[src/rtl/ocl_pkg.sv]
// package: register map, reset values and carriers of the limit slice
package ocl_pkg;
    // register indexes; byte address is four times the index
    localparam logic [7:0] IDX_CFG      = 8'hC7;
    localparam logic [7:0] IDX_HIGH     = 8'hC8;
    localparam logic [7:0] IDX_LOW      = 8'hC9;
    localparam logic [7:0] IDX_FILL_A   = 8'hCA;
    localparam logic [7:0] IDX_FILL_B   = 8'hCB;
    localparam logic [7:0] IDX_FILL_C   = 8'hCC;
    localparam logic [7:0] IDX_FILL_D   = 8'hCD;
    localparam logic [7:0] IDX_FILL_E   = 8'hCE;
    localparam logic [7:0] IDX_STATUS   = 8'hE0;
    localparam logic [7:0] IDX_MASK     = 8'hE1;
    // values after reset
    localparam logic [15:0] RST_CFG     = 16'h0000;
    localparam logic [15:0] RST_HIGH    = 16'h7FFF;
    localparam logic [15:0] RST_LOW     = 16'h8000;
    localparam logic [15:0] RST_FILL_A  = 16'h5555;
    localparam logic [15:0] RST_FILL_B  = 16'h0010;
    localparam logic [15:0] RST_FILL_C  = 16'h0000;
    localparam logic [15:0] RST_FILL_D  = 16'h0000;
    localparam logic [15:0] RST_FILL_E  = 16'h0000;
    localparam logic [1:0]  RST_EVT     = 2'h0;
    // writable bits of each register
    localparam logic [15:0] WM_CFG      = 16'hFF00;
    localparam logic [15:0] WM_FULL     = 16'hFFFF;
    localparam logic [15:0] WM_FILL_B   = 16'h07F0;
    localparam logic [15:0] WM_FILL_C   = 16'hC703;
    localparam logic [15:0] WM_FILL_D   = 16'h00FF;
    // extremes that switch a limit off
    localparam logic [15:0] POS_FULL    = 16'h7FFF;
    localparam logic [15:0] NEG_FULL    = 16'h8000;
    // event bit positions in status and mask
    localparam int          EV_UPPER    = 0;
    localparam int          EV_LOWER    = 1;
    localparam int          NUM_EV      = 2;
    // deglitch count width and table corners
    localparam int          CNT_W       = 8;
    localparam logic [4:0]  SEL_STEP2   = 5'h0A;
    localparam logic [4:0]  SEL_STEP8   = 5'h13;
    localparam logic [7:0]  BASE_STEP2  = 8'h0C;
    localparam logic [7:0]  BASE_STEP8  = 8'h20;

    // configuration word as stored
    typedef struct packed {
        logic       fast_compare_enable;
        logic       fault_pin_polarity;
        logic       spare_cfg;
        logic [4:0] deglitch_count_select;
        logic [7:0] zero;
    } ocl_cfg_t;

    // one fast-filter result
    typedef struct packed {
        logic        valid;
        logic [15:0] data;
    } ocl_sample_t;
endpackage

[src/rtl/ocl_regs.sv]
// overcurrent limit registers, deglitch comparators and spare storage
//
// The Wishbone slave port was decided locally.
`timescale 1ns/1ns
`default_nettype none

module ocl_regs
    import ocl_pkg::*;
#(
    parameter int ADR_W = 10
)
(
    // clock and reset
    input  wire logic             clk_i,
    input  wire logic             rst_n_i,
    // wishbone classic slave
    input  wire logic             wb_cyc_i,
    input  wire logic             wb_stb_i,
    input  wire logic             wb_we_i,
    input  wire logic [ADR_W-1:0] wb_adr_i,
    input  wire logic [3:0]       wb_sel_i,
    input  wire logic [31:0]      wb_dat_i,
    output logic      [31:0]      wb_dat_o,
    output logic                  wb_ack_o,
    // fast-filter result, same clock
    input  wire ocl_sample_t      sample_i,
    // fault and interrupt outputs
    output logic                  upper_limit_event_o,
    output logic                  lower_limit_event_o,
    output logic                  fault_pin_o,
    output logic                  irq_o
);

    // register storage
    ocl_cfg_t           cfg;
    logic [15:0]        upper_limit_value;
    logic [15:0]        lower_limit_value;
    logic [15:0]        crc_filler_a;
    logic [15:0]        crc_filler_b;
    logic [15:0]        crc_filler_c;
    logic [15:0]        crc_filler_d;
    logic [15:0]        crc_filler_e;
    logic [NUM_EV-1:0]  ev_status;
    logic [NUM_EV-1:0]  ev_mask;

    // bus decode
    logic               bus_req;
    logic               wr_now;
    logic [7:0]         idx;
    logic [15:0]        next_rdata;

    // comparator state
    logic [NUM_EV-1:0]  evt;
    logic [NUM_EV-1:0]  evt_q;
    logic [NUM_EV-1:0]  evt_rise;
    logic [CNT_W-1:0]   need;
    logic               any_evt;

    assign bus_req = wb_cyc_i & wb_stb_i;
    assign idx     = wb_adr_i[9:2];
    // write lands on the edge where the master sees ack
    assign wr_now  = bus_req & wb_we_i & wb_ack_o;
    assign any_evt = |evt;

    // byte-lane merge of a write, keeping read-only bits zero
    function automatic logic [15:0] lane_merge(
        input logic [15:0] old,
        input logic [31:0] wd,
        input logic [3:0]  sel,
        input logic [15:0] wm
    );
        logic [15:0] res;
        res = old;
        if (sel[0])
        begin
            res[7:0] = wd[7:0];
        end
        if (sel[1])
        begin
            res[15:8] = wd[15:8];
        end
        return res & wm;
    endfunction

    // conversions needed before a trip, from the select code
    function automatic logic [CNT_W-1:0] count_need(
        input logic [4:0] sel
    );
        logic [CNT_W-1:0] s;
        s = {3'h0, sel};
        if (sel < SEL_STEP2)
        begin
            return s + 8'h01;
        end
        else if (sel < SEL_STEP8)
        begin
            return BASE_STEP2 + ((s - {3'h0, SEL_STEP2}) << 1);
        end
        else
        begin
            return BASE_STEP8 + ((s - {3'h0, SEL_STEP8}) << 3);
        end
    endfunction

    assign need = count_need(cfg.deglitch_count_select);

    // ack one cycle per request; unmapped addresses ack too
    always_ff @(posedge clk_i)
    begin
        if (!rst_n_i)
        begin
            wb_ack_o <= 1'b0;
        end
        else
        begin
            wb_ack_o <= bus_req & ~wb_ack_o;
        end
    end

    // read mux; unmapped and upper bits read zero
    always_comb
    begin
        next_rdata = 16'h0000;
        if (idx == IDX_CFG)
        begin
            next_rdata = cfg;
        end
        else if (idx == IDX_HIGH)
        begin
            next_rdata = upper_limit_value;
        end
        else if (idx == IDX_LOW)
        begin
            next_rdata = lower_limit_value;
        end
        else if (idx == IDX_FILL_A)
        begin
            next_rdata = crc_filler_a;
        end
        else if (idx == IDX_FILL_B)
        begin
            next_rdata = crc_filler_b;
        end
        else if (idx == IDX_FILL_C)
        begin
            next_rdata = crc_filler_c;
        end
        else if (idx == IDX_FILL_D)
        begin
            next_rdata = crc_filler_d;
        end
        else if (idx == IDX_FILL_E)
        begin
            next_rdata = crc_filler_e;
        end
        else if (idx == IDX_STATUS)
        begin
            next_rdata = {14'h0000, ev_status};
        end
        else if (idx == IDX_MASK)
        begin
            next_rdata = {14'h0000, ev_mask};
        end
    end

    // read data registered together with ack
    always_ff @(posedge clk_i)
    begin
        if (!rst_n_i)
        begin
            wb_dat_o <= 32'h0000_0000;
        end
        else if (bus_req & ~wb_ack_o)
        begin
            wb_dat_o <= {16'h0000, next_rdata};
        end
    end

    // limits; compare logic reads them live, so a write
    // takes hold for the next result after the ack edge
    always_ff @(posedge clk_i)
    begin
        if (!rst_n_i)
        begin
            upper_limit_value <= RST_HIGH;
            lower_limit_value <= RST_LOW;
        end
        else if (wr_now)
        begin
            if (idx == IDX_HIGH)
            begin
                upper_limit_value <= lane_merge(upper_limit_value,
                    wb_dat_i, wb_sel_i, WM_FULL);
            end
            else if (idx == IDX_LOW)
            begin
                lower_limit_value <= lane_merge(lower_limit_value,
                    wb_dat_i, wb_sel_i, WM_FULL);
            end
        end
    end

    // configuration word
    always_ff @(posedge clk_i)
    begin
        if (!rst_n_i)
        begin
            cfg <= ocl_cfg_t'(RST_CFG);
        end
        else if (wr_now && idx == IDX_CFG)
        begin
            cfg <= ocl_cfg_t'(lane_merge(cfg, wb_dat_i,
                wb_sel_i, WM_CFG));
        end
    end

    // spare storage: nothing else in the block reads it
    always_ff @(posedge clk_i)
    begin
        if (!rst_n_i)
        begin
            crc_filler_a <= RST_FILL_A;
            crc_filler_b <= RST_FILL_B;
            crc_filler_c <= RST_FILL_C;
            crc_filler_d <= RST_FILL_D;
            crc_filler_e <= RST_FILL_E;
        end
        else if (wr_now)
        begin
            if (idx == IDX_FILL_A)
            begin
                crc_filler_a <= lane_merge(crc_filler_a,
                    wb_dat_i, wb_sel_i, WM_FULL);
            end
            else if (idx == IDX_FILL_B)
            begin
                crc_filler_b <= lane_merge(crc_filler_b,
                    wb_dat_i, wb_sel_i, WM_FILL_B);
            end
            else if (idx == IDX_FILL_C)
            begin
                crc_filler_c <= lane_merge(crc_filler_c,
                    wb_dat_i, wb_sel_i, WM_FILL_C);
            end
            else if (idx == IDX_FILL_D)
            begin
                crc_filler_d <= lane_merge(crc_filler_d,
                    wb_dat_i, wb_sel_i, WM_FILL_D);
            end
            else if (idx == IDX_FILL_E)
            begin
                crc_filler_e <= lane_merge(crc_filler_e,
                    wb_dat_i, wb_sel_i, WM_FULL);
            end
        end
    end

    // one deglitching comparator per direction
    genvar g;
    generate
        for (g = 0; g < NUM_EV; g++)
        begin : g_cmp
            logic             beyond;
            logic             off;
            logic [CNT_W-1:0] cnt;
            logic [CNT_W:0]   cnt_inc;

            // signed compare, same scale as the result
            if (g == EV_UPPER)
            begin : g_up
                assign beyond = $signed(sample_i.data)
                    > $signed(upper_limit_value);
                assign off = upper_limit_value == POS_FULL;
            end
            else
            begin : g_lo
                assign beyond = $signed(sample_i.data)
                    < $signed(lower_limit_value);
                assign off = lower_limit_value == NEG_FULL;
            end
            assign cnt_inc = {1'b0, cnt} + 9'h001;

            // saturating run length; no hysteresis on release
            always_ff @(posedge clk_i)
            begin
                if (!rst_n_i)
                begin
                    cnt    <= '0;
                    evt[g] <= 1'b0;
                end
                else if (!cfg.fast_compare_enable)
                begin
                    cnt    <= '0;
                    evt[g] <= 1'b0;
                end
                else if (sample_i.valid)
                begin
                    if (beyond && !off)
                    begin
                        if (cnt_inc >= {1'b0, need})
                        begin
                            cnt    <= need;
                            evt[g] <= 1'b1;
                        end
                        else
                        begin
                            cnt    <= cnt_inc[CNT_W-1:0];
                        end
                    end
                    else
                    begin
                        cnt    <= '0;
                        evt[g] <= 1'b0;
                    end
                end
            end
        end
    endgenerate

    assign evt_rise = evt & ~evt_q;

    // sticky status, write one to clear; a new event wins
    always_ff @(posedge clk_i)
    begin
        if (!rst_n_i)
        begin
            evt_q     <= RST_EVT;
            ev_status <= RST_EVT;
            ev_mask   <= RST_EVT;
        end
        else
        begin
            evt_q <= evt;
            if (wr_now && idx == IDX_STATUS && wb_sel_i[0])
            begin
                ev_status <= (ev_status & ~wb_dat_i[NUM_EV-1:0])
                    | evt_rise;
            end
            else
            begin
                ev_status <= ev_status | evt_rise;
            end
            if (wr_now && idx == IDX_MASK && wb_sel_i[0])
            begin
                ev_mask <= wb_dat_i[NUM_EV-1:0];
            end
        end
    end

    // pin, event and interrupt outputs, all registered
    always_ff @(posedge clk_i)
    begin
        if (!rst_n_i)
        begin
            fault_pin_o         <= 1'b1; // idle level of polarity 0
            upper_limit_event_o <= 1'b0;
            lower_limit_event_o <= 1'b0;
            irq_o               <= 1'b0;
        end
        else
        begin
            fault_pin_o <= cfg.fault_pin_polarity
                ? any_evt : ~any_evt;
            upper_limit_event_o <= evt[EV_UPPER];
            lower_limit_event_o <= evt[EV_LOWER];
            irq_o <= |(ev_status & ev_mask);
        end
    end
endmodule

`default_nettype wire

[config.mk]
export PLATFORM = sky130hd
export DESIGN_NAME = ocl_regs
export DESIGN_NICKNAME = d
export VERILOG_FILES = /design/src/rtl/ocl_pkg.sv /design/src/rtl/ocl_regs.sv
export SDC_FILE = /design/constraint.sdc
export NUM_CORES = 1
export LEC_CHECK = 0
export ABC_CLOCK_PERIOD_IN_PS = 9400
export BUFFER_PORTS_ARGS = -buffer_cell sky130_fd_sc_hd__buf_2
export CORE_ASPECT_RATIO = 1.25
export CORE_UTILIZATION = 35
export DETAILED_ROUTE_END_ITERATION = 16
export SYNTH_ARGS = -nofsm -noshare
export SYNTH_HDL_FRONTEND = slang
export SYNTH_SLANG_ARGS = --single-unit
[constraint.sdc]
create_clock -name clk_i -period 9.4 [get_ports clk_i]
set_input_delay 0.47 -clock clk_i [delete_from_list [all_inputs] [get_ports clk_i]]
set_output_delay 0.47 -clock clk_i [all_outputs]
set_load 0.01 [all_outputs]
=== Word-level counts from Yosys, hierarchy flattened ===
Cells that the tools add are included.

* Word-level logic and storage cells: 125
* Bits of input ports: 68
* Memory bits (read-only): 0
* Bits in writable memories: 0
* Bits in latches: 0
* Register bits: 139
* Output and inout port bits: 37
* Memories kept: 0

* Reductions and logical operators: 28
* Shift operators: 0
* Bitwise gates (word level): 18
* Mux-type cells: 22
* Div/mod/pow operators: 0
* $add $sub $neg: 7
* Equal/unequal tests: 14
* Magnitude comparators: 6
* $mul: 0

{| class="wikitable"
|+ Operator list
! cell !! count
|-
| 16-bit 2-to-1 mux || 8
|-
| 8-bit equality test, second input constant || 10
|-
| 8-bit 2-to-1 mux || 6
|-
| 8-bit by 1-bit adder with 9-bit output, second input constant || 2
|-
| 9-bit by 8-bit >= comparator with 1-bit output || 2
|-
| 16-bit by 15-bit equality test with 1-bit output, second input constant || 1
|-
| 16-bit equality test, second input constant || 1
|-
| 16-bit > comparator || 1
|-
| 16-bit < comparator || 1
|-
| 4-bit AND reduction || 4
|-
| 7-bit AND reduction || 2
|-
| 3-bit AND reduction || 4
|-
| 5-bit AND reduction || 2
|-
| 5-bit by 7-bit adder with 8-bit output, first input constant || 1
|-
| 6-bit by 8-bit adder with 8-bit output, first input constant || 1
|-
| 2-bit AND reduction || 4
|-
| 1-bit logical AND || 7
|-
| 1-bit NOT || 7
|-
| 5-bit by 1-bit adder with 6-bit output, second input constant || 1
|-
| 2-bit bitwise AND || 3
|-
| 2-bit 2-to-1 mux || 3
|-
| 6-bit AND reduction || 1
|-
| 5-bit by 4-bit subtractor with 6-bit output, second input constant || 1
|-
| 5-bit by 4-bit < comparator with 1-bit output, second input constant || 1
|-
| other kinds (9) || 21
|}

=== Logic depth before layout (Yosys ltp) ===
Gate-level depths: netlist (run 1).

* Depth in word-level cells: 11
* Mapped depth: 15
* Mapped depth without buffers: 14

=== Worst setup path before layout (run 1) ===
No wires, ideal clock.

* Path kind: register to register
* Start point: register cfg[9] (netlist bit)
* End point: register g_cmp[0].cnt[6]
* Data arrival time: 3.580 ns
* Period minus slack after synthesis: 3.698 ns
* Required time: 9.283 ns
* Buffers on the path: 1
* Library setup time: 0.117 ns
* Cell stages (with the launch flop): 14
* Slack: 5.702 ns
* Cell sequence: dfxtp_1 > inv_1 > ha_1 > and2_1 > or3_1 > a221o_2 > ha_1 > o21a_1 > o21ai_0 > a31oi_1 > or4_4 > buf_2 > or2_0 > a32o_1

* Longest elaborated chain between the ends: 7
* Elaborated cells between the ends (all ways): 12
* Classes of those cells: add/sub: 5; order compare: 3; mux: 4

{| class="wikitable"
|+ Ends and longest elaborated chain
! item !! RTL line !! source
|-
| from (decl) || ocl_regs.sv:35 || <nowiki>ocl_cfg_t cfg;</nowiki>
|-
| from (signal assigned) || ocl_regs.sv:208 || <nowiki>cfg <= ocl_cfg_t'(RST_CFG);</nowiki>
|-
| from (signal assigned) || ocl_regs.sv:212 || <nowiki>cfg <= ocl_cfg_t'(lane_merge(cfg, wb_dat_i,</nowiki>
|-
| 5-bit subtractor / 5-bit by 4-bit subtractor with 6-bit output (equally long branches) || ocl_regs.sv:101, ocl_regs.sv:97 ||
|-
| 6-bit by 8-bit adder with 8-bit output / 5-bit by 7-bit adder with 8-bit output (equally long branches) || ocl_regs.sv:101, ocl_regs.sv:97 ||
|-
| 8-bit 2-to-1 mux || ocl_regs.sv:95 || <nowiki>else if (sel < SEL_STEP8)</nowiki>
|-
| 8-bit 2-to-1 mux (*) || ocl_regs.sv:91 || <nowiki>if (sel < SEL_STEP2)</nowiki>
|-
| 9-bit by 8-bit >= comparator with 1-bit output || ocl_regs.sv:300 || <nowiki>if (cnt_inc >= {1'b0, need})</nowiki>
|-
| 8-bit 2-to-1 mux (*) || ocl_regs.sv:300 ||
|-
| 8-bit 2-to-1 mux (*) || ocl_regs.sv:298 || <nowiki>if (beyond && !off)</nowiki>
|-
| to (signal assigned) || ocl_regs.sv:302 || <nowiki>cnt <= need;</nowiki>
|-
| to (signal assigned) || ocl_regs.sv:307 || <nowiki>cnt <= cnt_inc[CNT_W-1:0];</nowiki>
|-
| to (decl) || ocl_regs.sv:265 || <nowiki>logic [CNT_W-1:0] cnt;</nowiki>
|}

Mark *: on every way between the ends. The rest lies on a longest branch, timed or not.
A chain may end at the register's enable or synchronous reset.

=== Worst setup path after layout (run 1) ===
* Start point: register cfg[10] (netlist bit)
* End point: register g_cmp[0].cnt[5]

The elaborated chain is that of the path after synthesis.

==> flow_summary.ini, run 1 <==
[status]
status = complete, but fails checks
violations = design-rule violations

[floorplanning]
die_w_um = 139
row_count = 62
coreArea_um2 = 23000
fp.dieArea_um2 = 23900
ioPinCount = 105
start_util_pct = 35.5
die_h_um = 173

[synth]
yosys_warnings = 0
synth_edf_count = 0
synth.area.top_cells = dfxtp_1 34%, ha_1 9.1%, mux2i_1 8.6%, nor2b_1 5.6%, nand2_1 4.0%
ys.flop_type = dfxtp_1
synthCells = 950
yosys.area.top_type = dfxtp_1
syn_avg_cell_area_um2 = 8.59
yosys.area.top_type_share_pct = 33.6
syn_area_um2 = 8160
ys_seq_area_share_pct = 33.6
synth_seq_cells = 137
async_flop_share_pct = 0
synth_cell_types = 73

[layout]
fill_cells = 2353
multi_input_area_um2 = 4960
area_delta_synth_final_pct = 12.8
drive_above_1_share_pct = 12.8
antennaDiodeCount = 0
seqCellArea_um2 = 2740
finalNonFillerCells = 1292
nets = 1118

[setup_path]
critPathLaunchType = register
path_max_fanout = 14
cp-end-kind = register
worstPathRequired_ps = 9720
r2r_cells = 12
crit_type = register to register
worstPathArrival_ps = 4580

[clocking]
root_buffer = clkbuf_16
htreeDepth = 4
clkSinkCount = 137
cts_hold_buf = 0
clk_latency_ps = 420
numCtsBuffers = 17
post_cts.repair.setup_buffers = 0
cts_resized = 0
clk_pin_slew_ps = 70
cts_tree = done
clock_path_buffers = 2

[timing]
holdWs_ps = 371
relSlewSlack_pct = 25.0
hold_viol = 0
worstMarginPinSlew_ps = 1120
period_share_pct = 45.3
final.setup_skew_ps = 8.38
fin_crit_ps = 4260
fmax_mhz = 235
rsz0062_at_grt = false
maxSlewViolCount = 0
finalSetupViolations = 0
setup-tns-final_ps = 0

[global_route]
overflow = 0
grt_pass1_vias = 6773
grt_max_degree = 67
grt_first_pass_wirelength_mm = 37.0
gr-usage-all-layers_pct = 19.9
antenna_found_initial = 0

[placement]
port_buffers = 68
dp_cells = 1260
place_congestion = 0.861
dpl.hpwl_mm = 17.5

[power]
p_leak_uw = 0.00369
vdd_drop_max_mv = 0.115
power_density_nw_per_um2 = 145

[detailed_routing]
wire_per_inst_um = 18.3
firstDrtPassIters = 12
drc = 11
wirelength_mm = 23.6
ant_nets = 0
vias_per_cell = 5.51
drtIter0Drc = 594
vias = 7119

[hold_path]
min_path_cells = 3
hp-class = input port to register

[job]
cap_violations = 0
-- synth_stat cells (9+ instances only) --
master and count:
dfxtp_1 137, buf_4 16, o22ai_1 9, nand2_1 88, o211ai_1 23, o21ai_0 52
buf_2 10, a221oi_1 10, a211oi_1 11, nand3_1 27, a21oi_1 47, clkbuf_1 35
xor2_1 9, nand4_1 14, nor2_1 39, ha_1 59, a21boi_0 14, nor3_1 9
nor2b_1 73, inv_1 48, mux2i_1 70
-- where the power goes --
group	internal [uW]	switching, uW
Sequential	583	1.77
Clock	363	303
Combinational	28.5	56.4
Total	975	361
-- cell families (layout without fill, tap and decap cells) --
family | count (synthesis) | in the layout | share of synthesized area, %
XOR/XNOR | 17 | 17 | 1.83
AO/OA/AOI/OAI | 230 | 230 | 18.9
adder cells (fa/ha/maj) | 59 | 59 | 9.05
flip-flops | 137 | 137 | 33.6
multiplexers | 77 | 77 | 9.60
AND/OR/NAND/NOR | 315 | 315 | 20.7
other | 1 | 16 | 0.0460
buffers and inverters | 114 | 153 | 6.23
-- stage by stage --
stage / utilization, % / cell area [um2] / power [uW] / worst slack (ps)
after floorplan: - / 8210 / 650 / 5700
after global placement: 37.5 / 8620 / 682 / 5130
after detailed placement: 37.5 / 8620 / 682 / 5120
after CTS: 40.1 / 9200 / 1350 / 5120
after global routing: 40.1 / 9200 / 1380 / 4910
final: 40.1 / 9200 / 1340 / 5140
-- critical path, stage by stage, from the launching register on --
cell and delay, ps:
dfxtp_1 540, inv_1 220, ha_1 240, a211oi_1 350
nand2b_1 290, mux2i_1 100, o21ai_0 600, ha_1 390
o2111ai_1 100, a31oi_1 110, or4_4 640, or2_2 310
a32o_1 250
-- per-layer routing --
metal | track usage [%] | routed length, um | up-vias
met1 | 24.6 | 10400 | 3371
met5 | 0 | 0 | -
met2 | 34.7 | 11700 | 226
met3 | 3.10 | 983 | 32
li1 | - | - | 3490
met4 | 7.63 | 540 | 0
-- final cells by class --
class | count | area share [%]
clock buffers | 18 | 4.77
clock inverters | 14 | 1.60
inverters | 50 | 2.04
multi-input cells | 714 | 53.9
flip-flops and latches | 137 | 29.8
well taps | 288 | 3.92
repair buffers | 71 | 3.94
-- final timing paths --
check / slack (ps) / from / end
min reg2reg: 470 / wb_dat_o[1]$_SDFFE_PN0P_ / wb_dat_o[1]$_SDFFE_PN0P_
min: 370 / wb_dat_i[11] / crc_filler_a[11]$_SDFFE_PN0P_
max: 5140 / cfg[10]$_SDFFE_PN0P_ / g_cmp[0].cnt[5]$_SDFFE_PN0P_
max reg2reg: 5140 / cfg[10]$_SDFFE_PN0P_ / g_cmp[0].cnt[5]$_SDFFE_PN0P_
-- sequential cells by signal, indices dropped and copies added (netlist names) --
register,count
cfg,8
crc_filler_a,16
crc_filler_b,7
crc_filler_c,7
crc_filler_d,8
crc_filler_e,16
ev_mask,2
ev_status,2
evt,2
evt_q,2
fault_pin_o,1
g_cmp.cnt,16
irq_o,1
lower_limit_value,16
upper_limit_value,16
wb_ack_o,1
wb_dat_o,16
-- cell usage in the layout (no fill, tap or decap), types with 9 or more instances in the layout --
cell       instances
a21oi_1           47
nand3_1           27
a21boi_0          14
a221oi_1          10
dfxtp_1          137
a211oi_1          11
o22ai_1            9
clkbuf_16         17
xor2_1             9
o21ai_0           52
nand2_1           88
mux2i_1           70
buf_2             68
nor2b_1           73
o211ai_1          23
nand4_1           14
inv_1             48
conb_1            16
ha_1              59
nor3_1             9
nor2_1            39
Power figures use the tool's default switching activity.
==> run 2: changes to the inputs <==
--- a/config.mk
+++ b/config.mk
@@ -5,7 +5,7 @@
 export SDC_FILE = /design/constraint.sdc
 export NUM_CORES = 1
 export LEC_CHECK = 0
-export ABC_CLOCK_PERIOD_IN_PS = 9400
+export ABC_CLOCK_PERIOD_IN_PS = 4200
 export BUFFER_PORTS_ARGS = -buffer_cell sky130_fd_sc_hd__buf_2
 export CORE_ASPECT_RATIO = 1.25
 export CORE_UTILIZATION = 35
==> constraint.sdc (replaced) <==
create_clock -name clk_i -period 4.2 [get_ports clk_i]
set_input_delay 0.21 -clock clk_i [delete_from_list [all_inputs] [get_ports clk_i]]
set_output_delay 0.21 -clock clk_i [all_outputs]
set_load 0.01 [all_outputs]
==> flow_summary.ini, run 2 (synthesis gave the netlist of run 1 again) <==
[clocking]
cts_hold_buf = 0
cts_resized = 0
post_cts.repair.setup_buffers = 0
clock_path_buffers = 2
cts_tree = done
clk_latency_ps = 430
clkSinkCount = 137
numCtsBuffers = 17
root_buffer = clkbuf_16
htreeDepth = 4
clk_pin_slew_ps = 70

[setup_path]
worstPathArrival_ps = 4060
path_delay_family = simple AND/OR/NAND/NOR gates
critPathLaunchType = register
crit_path_top_delay_cell = or4_4
crit_top_cell = ha_1
critPathBufInv = 1
path_cells = inv_1 -> ha_1 -> and2_1 -> or3_1 -> a221o_2 -> ha_1 -> o21a_1 -> o21ai_0 -> a31oi_1 -> or4_4 -> or2_2 -> a32o_1
cpPeakStageDelay_ps = 640
worstPathRequired_ps = 4520
crit_type = register to register
cp-end-kind = register
path_max_fanout = 14

[global_route]
grt_pass1_vias = 6913
overflow = 0
antenna_found_initial = 0
grt_max_degree = 70
gr-usage-all-layers_pct = 19.9
grt_first_pass_wirelength_mm = 37.0

[status]
status = complete, but fails checks
violations = design-rule violations

[placement]
dpl.hpwl_mm = 17.5
port_buffers = 68
place_congestion = 0.876

[floorplanning]
die_w_um = 139
start_util_pct = 35.5
row_count = 62
ioPinCount = 105
fp.dieArea_um2 = 23900
coreArea_um2 = 23000
die_h_um = 173

[timing]
worstMarginPinSlew_ps = 1140
finalSetupViolations = 0
relSlewSlack_pct = 23.7
rsz0062_at_grt = false
fmax_mhz = 268
period_share_pct = 88.9
maxSlewViolCount = 0
setup-tns-final_ps = 0
fin_crit_ps = 3730
hold_viol = 0
final.setup_skew_ps = 8.85

[detailed_routing]
vias_per_cell = 5.49
wirelength_mm = 23.5
ant_nets = 0
vias = 7151
drtIter0Drc = 549
drc = 10
wire_per_inst_um = 18.0
firstDrtPassIters = 11

[power]
power_density_nw_per_um2 = 324
vdd_drop_max_mv = 0.263
p_leak_uw = 0.00373
power_uw = 3000

[job]
cap_violations = 0

[layout]
final_common_cell = dfxtp_1
layout_common_cells = 137 x dfxtp_1, 88 x nand2_1, 73 x nor2b_1
drive_above_1_share_pct = 13.7
fill_cells = 2313
area_delta_synth_final_pct = 13.8
nets = 1129
antennaDiodeCount = 0

[hold_path]
hp-class = input port to register
[run 2: cell types whose count changed in the layout (fill, tap and decap cells not counted)]
cell / previous run / this run
buf_4: 3 / 14
clkinvlp_4: 0 / 2
inv_8: 7 / 5
bufinv_16: 0 / 1
clkbuf_1: 0 / 1
clkbuf_8: 1 / 0
clkinv_8: 1 / 0
[run 2: worst min-delay path, stage by stage]
cell,delay (ps)
buf_2,140
nand2_1,60
a21boi_0,60
[run 2: worst paths after layout]
check	startpoint	end	slack [ps]	cells after the start
setup / recovery	cfg[10]$_SDFFE_PN0P_	g_cmp[0].cnt[3]$_SDFFE_PN0P_	470	12
setup reg to reg	cfg[10]$_SDFFE_PN0P_	g_cmp[0].cnt[3]$_SDFFE_PN0P_	470	12
hold reg to reg	wb_dat_o[14]$_SDFFE_PN0P_	wb_dat_o[14]$_SDFFE_PN0P_	460	2
hold / removal	wb_dat_i[11]	crc_filler_a[11]$_SDFFE_PN0P_	100	3
[run 2: layer usage]
layer	vias up	track usage [%]	part of all wire (%)
met5	-	0	0
li1	3519	-	-
met1	3390	23.6	44
met3	38	3.60	4.8
met2	204	35.4	49
met4	0	7.44	2.2
[run 2: layout make-up]
cell class | instances | area (um2) | share of cell area, %
Clock buffer | 18 | 429 | 4.62
Clock inverter | 14 | 154 | 1.66
Inverter | 50 | 188 | 2.02
Multi-Input combinational cell | 714 | 4960 | 53.5
Sequential cell | 137 | 2740 | 29.5
Tap cell | 288 | 360 | 3.88
Timing Repair Buffer | 82 | 445 | 4.80
[run 2: where the power goes]
| part | switching, uW | leakage, uW | internal [uW] |
|---|---|---|---|
| Clock | 659 | 0.000282 | 844 |
| Combinational | 126 | 0.00234 | 64.5 |
| Sequential | 3.64 | 0.00111 | 1310 |
| Total | 789 | 0.00373 | 2210 |
[run 2: stage by stage]
step,util [%],cell area [um2],hold slack [ps],setup WS (ps),instances
floorplan,-,8210,334,502,965
global route,40.4,9280,110,170,1303
finish,40.4,9280,98.7,466,1303
global placement,37.9,8700,453,452,1271
detailed placement,37.9,8700,447,457,1271
CTS,40.4,9280,86.8,456,1303
==> run 3: changes to the inputs <==
--- a/config.mk
+++ b/config.mk
@@ -10,6 +10,7 @@
 export CORE_ASPECT_RATIO = 1.25
 export CORE_UTILIZATION = 35
 export DETAILED_ROUTE_END_ITERATION = 16
+export PLACE_DENSITY = 0.58
 export SYNTH_ARGS = -nofsm -noshare
 export SYNTH_HDL_FRONTEND = slang
 export SYNTH_SLANG_ARGS = --single-unit
==> flow_summary.ini, run 3 (synthesis gave the netlist of run 1 again) <==
[status]
status = complete, but fails checks
violations = design-rule violations

[timing]
rsz0062_at_grt = false
maxSlewViolCount = 0
relSlewSlack_pct = 22.0
setup-tns-final_ps = 0
fmax_mhz = 266
hold_viol = 0
finalSetupViolations = 0
fin_ws_ps = 437
period_share_pct = 89.6
final.setup_skew_ps = 9.98
fin_crit_ps = 3760
worstMarginPinSlew_ps = 1160
holdWs_ps = 94.8

[detailed_routing]
ant_nets = 0
route.met2.wl_mm = 11.7
vias_per_cell = 5.45
met1_length_mm = 10.4
wire_per_inst_um = 18.1
drc = 15
drtIter0Drc = 359
firstDrtPassIters = 11
route.met3.wl_mm = 1.08
top_layer = met4
vias = 7102
wirelength_mm = 23.7

[power]
p_switching_uw = 799
seqPwrFrac_pct = 43.2
vdd_drop_max_mv = 0.270
p_comb_share_pct = 6.3
clkPwrFrac_pct = 50.5
p_leak_uw = 0.00374
p_sw_share_pct = 26.4
power_density_nw_per_um2 = 326
p_int_uw = 2230

[placement]
port_buffers = 68
place_congestion = 0.888
dpl.hpwl_mm = 17.9
place_ws_ps = 424

[global_route]
grt_max_degree = 73
gr-usage-all-layers_pct = 20.4
grt_pass1_vias = 6907
overflow = 0
grt_first_pass_wirelength_mm = 38.0
antenna_found_initial = 0

[floorplanning]
fp.dieArea_um2 = 23900
row_count = 62
coreArea_um2 = 23000
ioPinCount = 105
start_util_pct = 35.5
die_w_um = 139
die_h_um = 173

[clocking]
clock_path_buffers = 2
cts_resized = 0
numCtsBuffers = 17
root_buffer = clkbuf_16
clk_latency_ps = 440
cts_hold_buf = 0
post_cts.repair.setup_buffers = 0
cts_tree = done
clk_pin_slew_ps = 70
htreeDepth = 4
clkSinkCount = 137

[layout]
layout_common_cells = 137 x dfxtp_1, 88 x nand2_1, 73 x nor2b_1
final_util_pct = 40.5
final_common_cell = dfxtp_1
antennaDiodeCount = 0
drive_above_1_share_pct = 13.9
nets = 1130
area_delta_synth_final_pct = 14.0

[setup_path]
path_max_fanout = 14
worstPathArrival_ps = 4090
critPathLaunchType = register
cp-end-kind = register
path_cells = inv_1 -> ha_1 -> and2_1 -> or3_1 -> a221o_2 -> ha_1 -> o21a_1 -> o21ai_0 -> a31oi_1 -> or4_4 -> or2_2 -> a32o_1
worstPathRequired_ps = 4530
crit_path_top_delay_cell = or4_4
cpPeakStageDelay_ps = 640
crit_type = register to register
crit_top_cell = ha_1

[job]
cap_violations = 0

[hold_path]
hp-class = input port to register
-- run 3: cell types whose count changed in the layout (fill, tap and decap cells not counted) --
cell	previous run	this run
buf_4	14	15
clkbuf_1	1	0
clkbuf_8	0	1
clkinv_4	2	1
inv_6	4	6
inv_8	5	4
-- run 3: worst paths after layout --
kind                                           startpoint                       endpoint  slack, ps  depth (start not counted)
worst max-delay path                 cfg[10]$_SDFFE_PN0P_   g_cmp[0].cnt[5]$_SDFFE_PN0P_        440                         12
worst min-delay path                         wb_dat_i[11]  crc_filler_a[11]$_SDFFE_PN0P_         90                          3
worst min register to register  wb_dat_o[14]$_SDFFE_PN0P_      wb_dat_o[14]$_SDFFE_PN0P_        460                          2
worst max register to register       cfg[10]$_SDFFE_PN0P_   g_cmp[0].cnt[5]$_SDFFE_PN0P_        440                         12
-- run 3: critical path, delay by kind of cell (launching register included) --
family | cells | cell delay [ps]
AO/OA/AOI/OAI | 5 | 1090
adder cells (fa/ha/maj) | 2 | 640
AND/OR/NAND/NOR | 4 | 1490
flip-flops | 1 | 340
buffers and inverters | 1 | 110
-- run 3: metrics by stage --
stage	cell area, um2	instances	power (uW)
after global placement	8710	1272	1530
final	9300	1304	3030
after global routing	9300	1304	3120
after floorplan	8210	965	1460
after detailed placement	8710	1272	1530
after CTS	9300	1304	3050
-- run 3: final cells by class --
| cell class | instances | area, um2 |
|---|---|---|
| Inverter | 50 | 188 |
| Multi-Input combinational cell | 714 | 4960 |
| Clock inverter | 14 | 151 |
| Clock buffer | 18 | 439 |
| Timing Repair Buffer | 83 | 453 |
| Tap cell | 288 | 360 |
| Fill cell | 2334 | 13700 |
| Sequential cell | 137 | 2740 |
-- run 3: per-layer routing --
metal	vias to the layer above	GRT usage (%)
li1	3515	-
met1	3363	25.4
met2	189	35.5
met3	35	3.68
met4	0	6.55
met5	-	0
-- run 3: power groups by stage --
stage	clock [uW]	combinational [uW]	sequential, uW
floorplan	0	115	1340
global placement	0	189	1340
detailed placement	0	189	1340
CTS	1550	190	1310
global route	1610	208	1310
finish	1530	191	1310
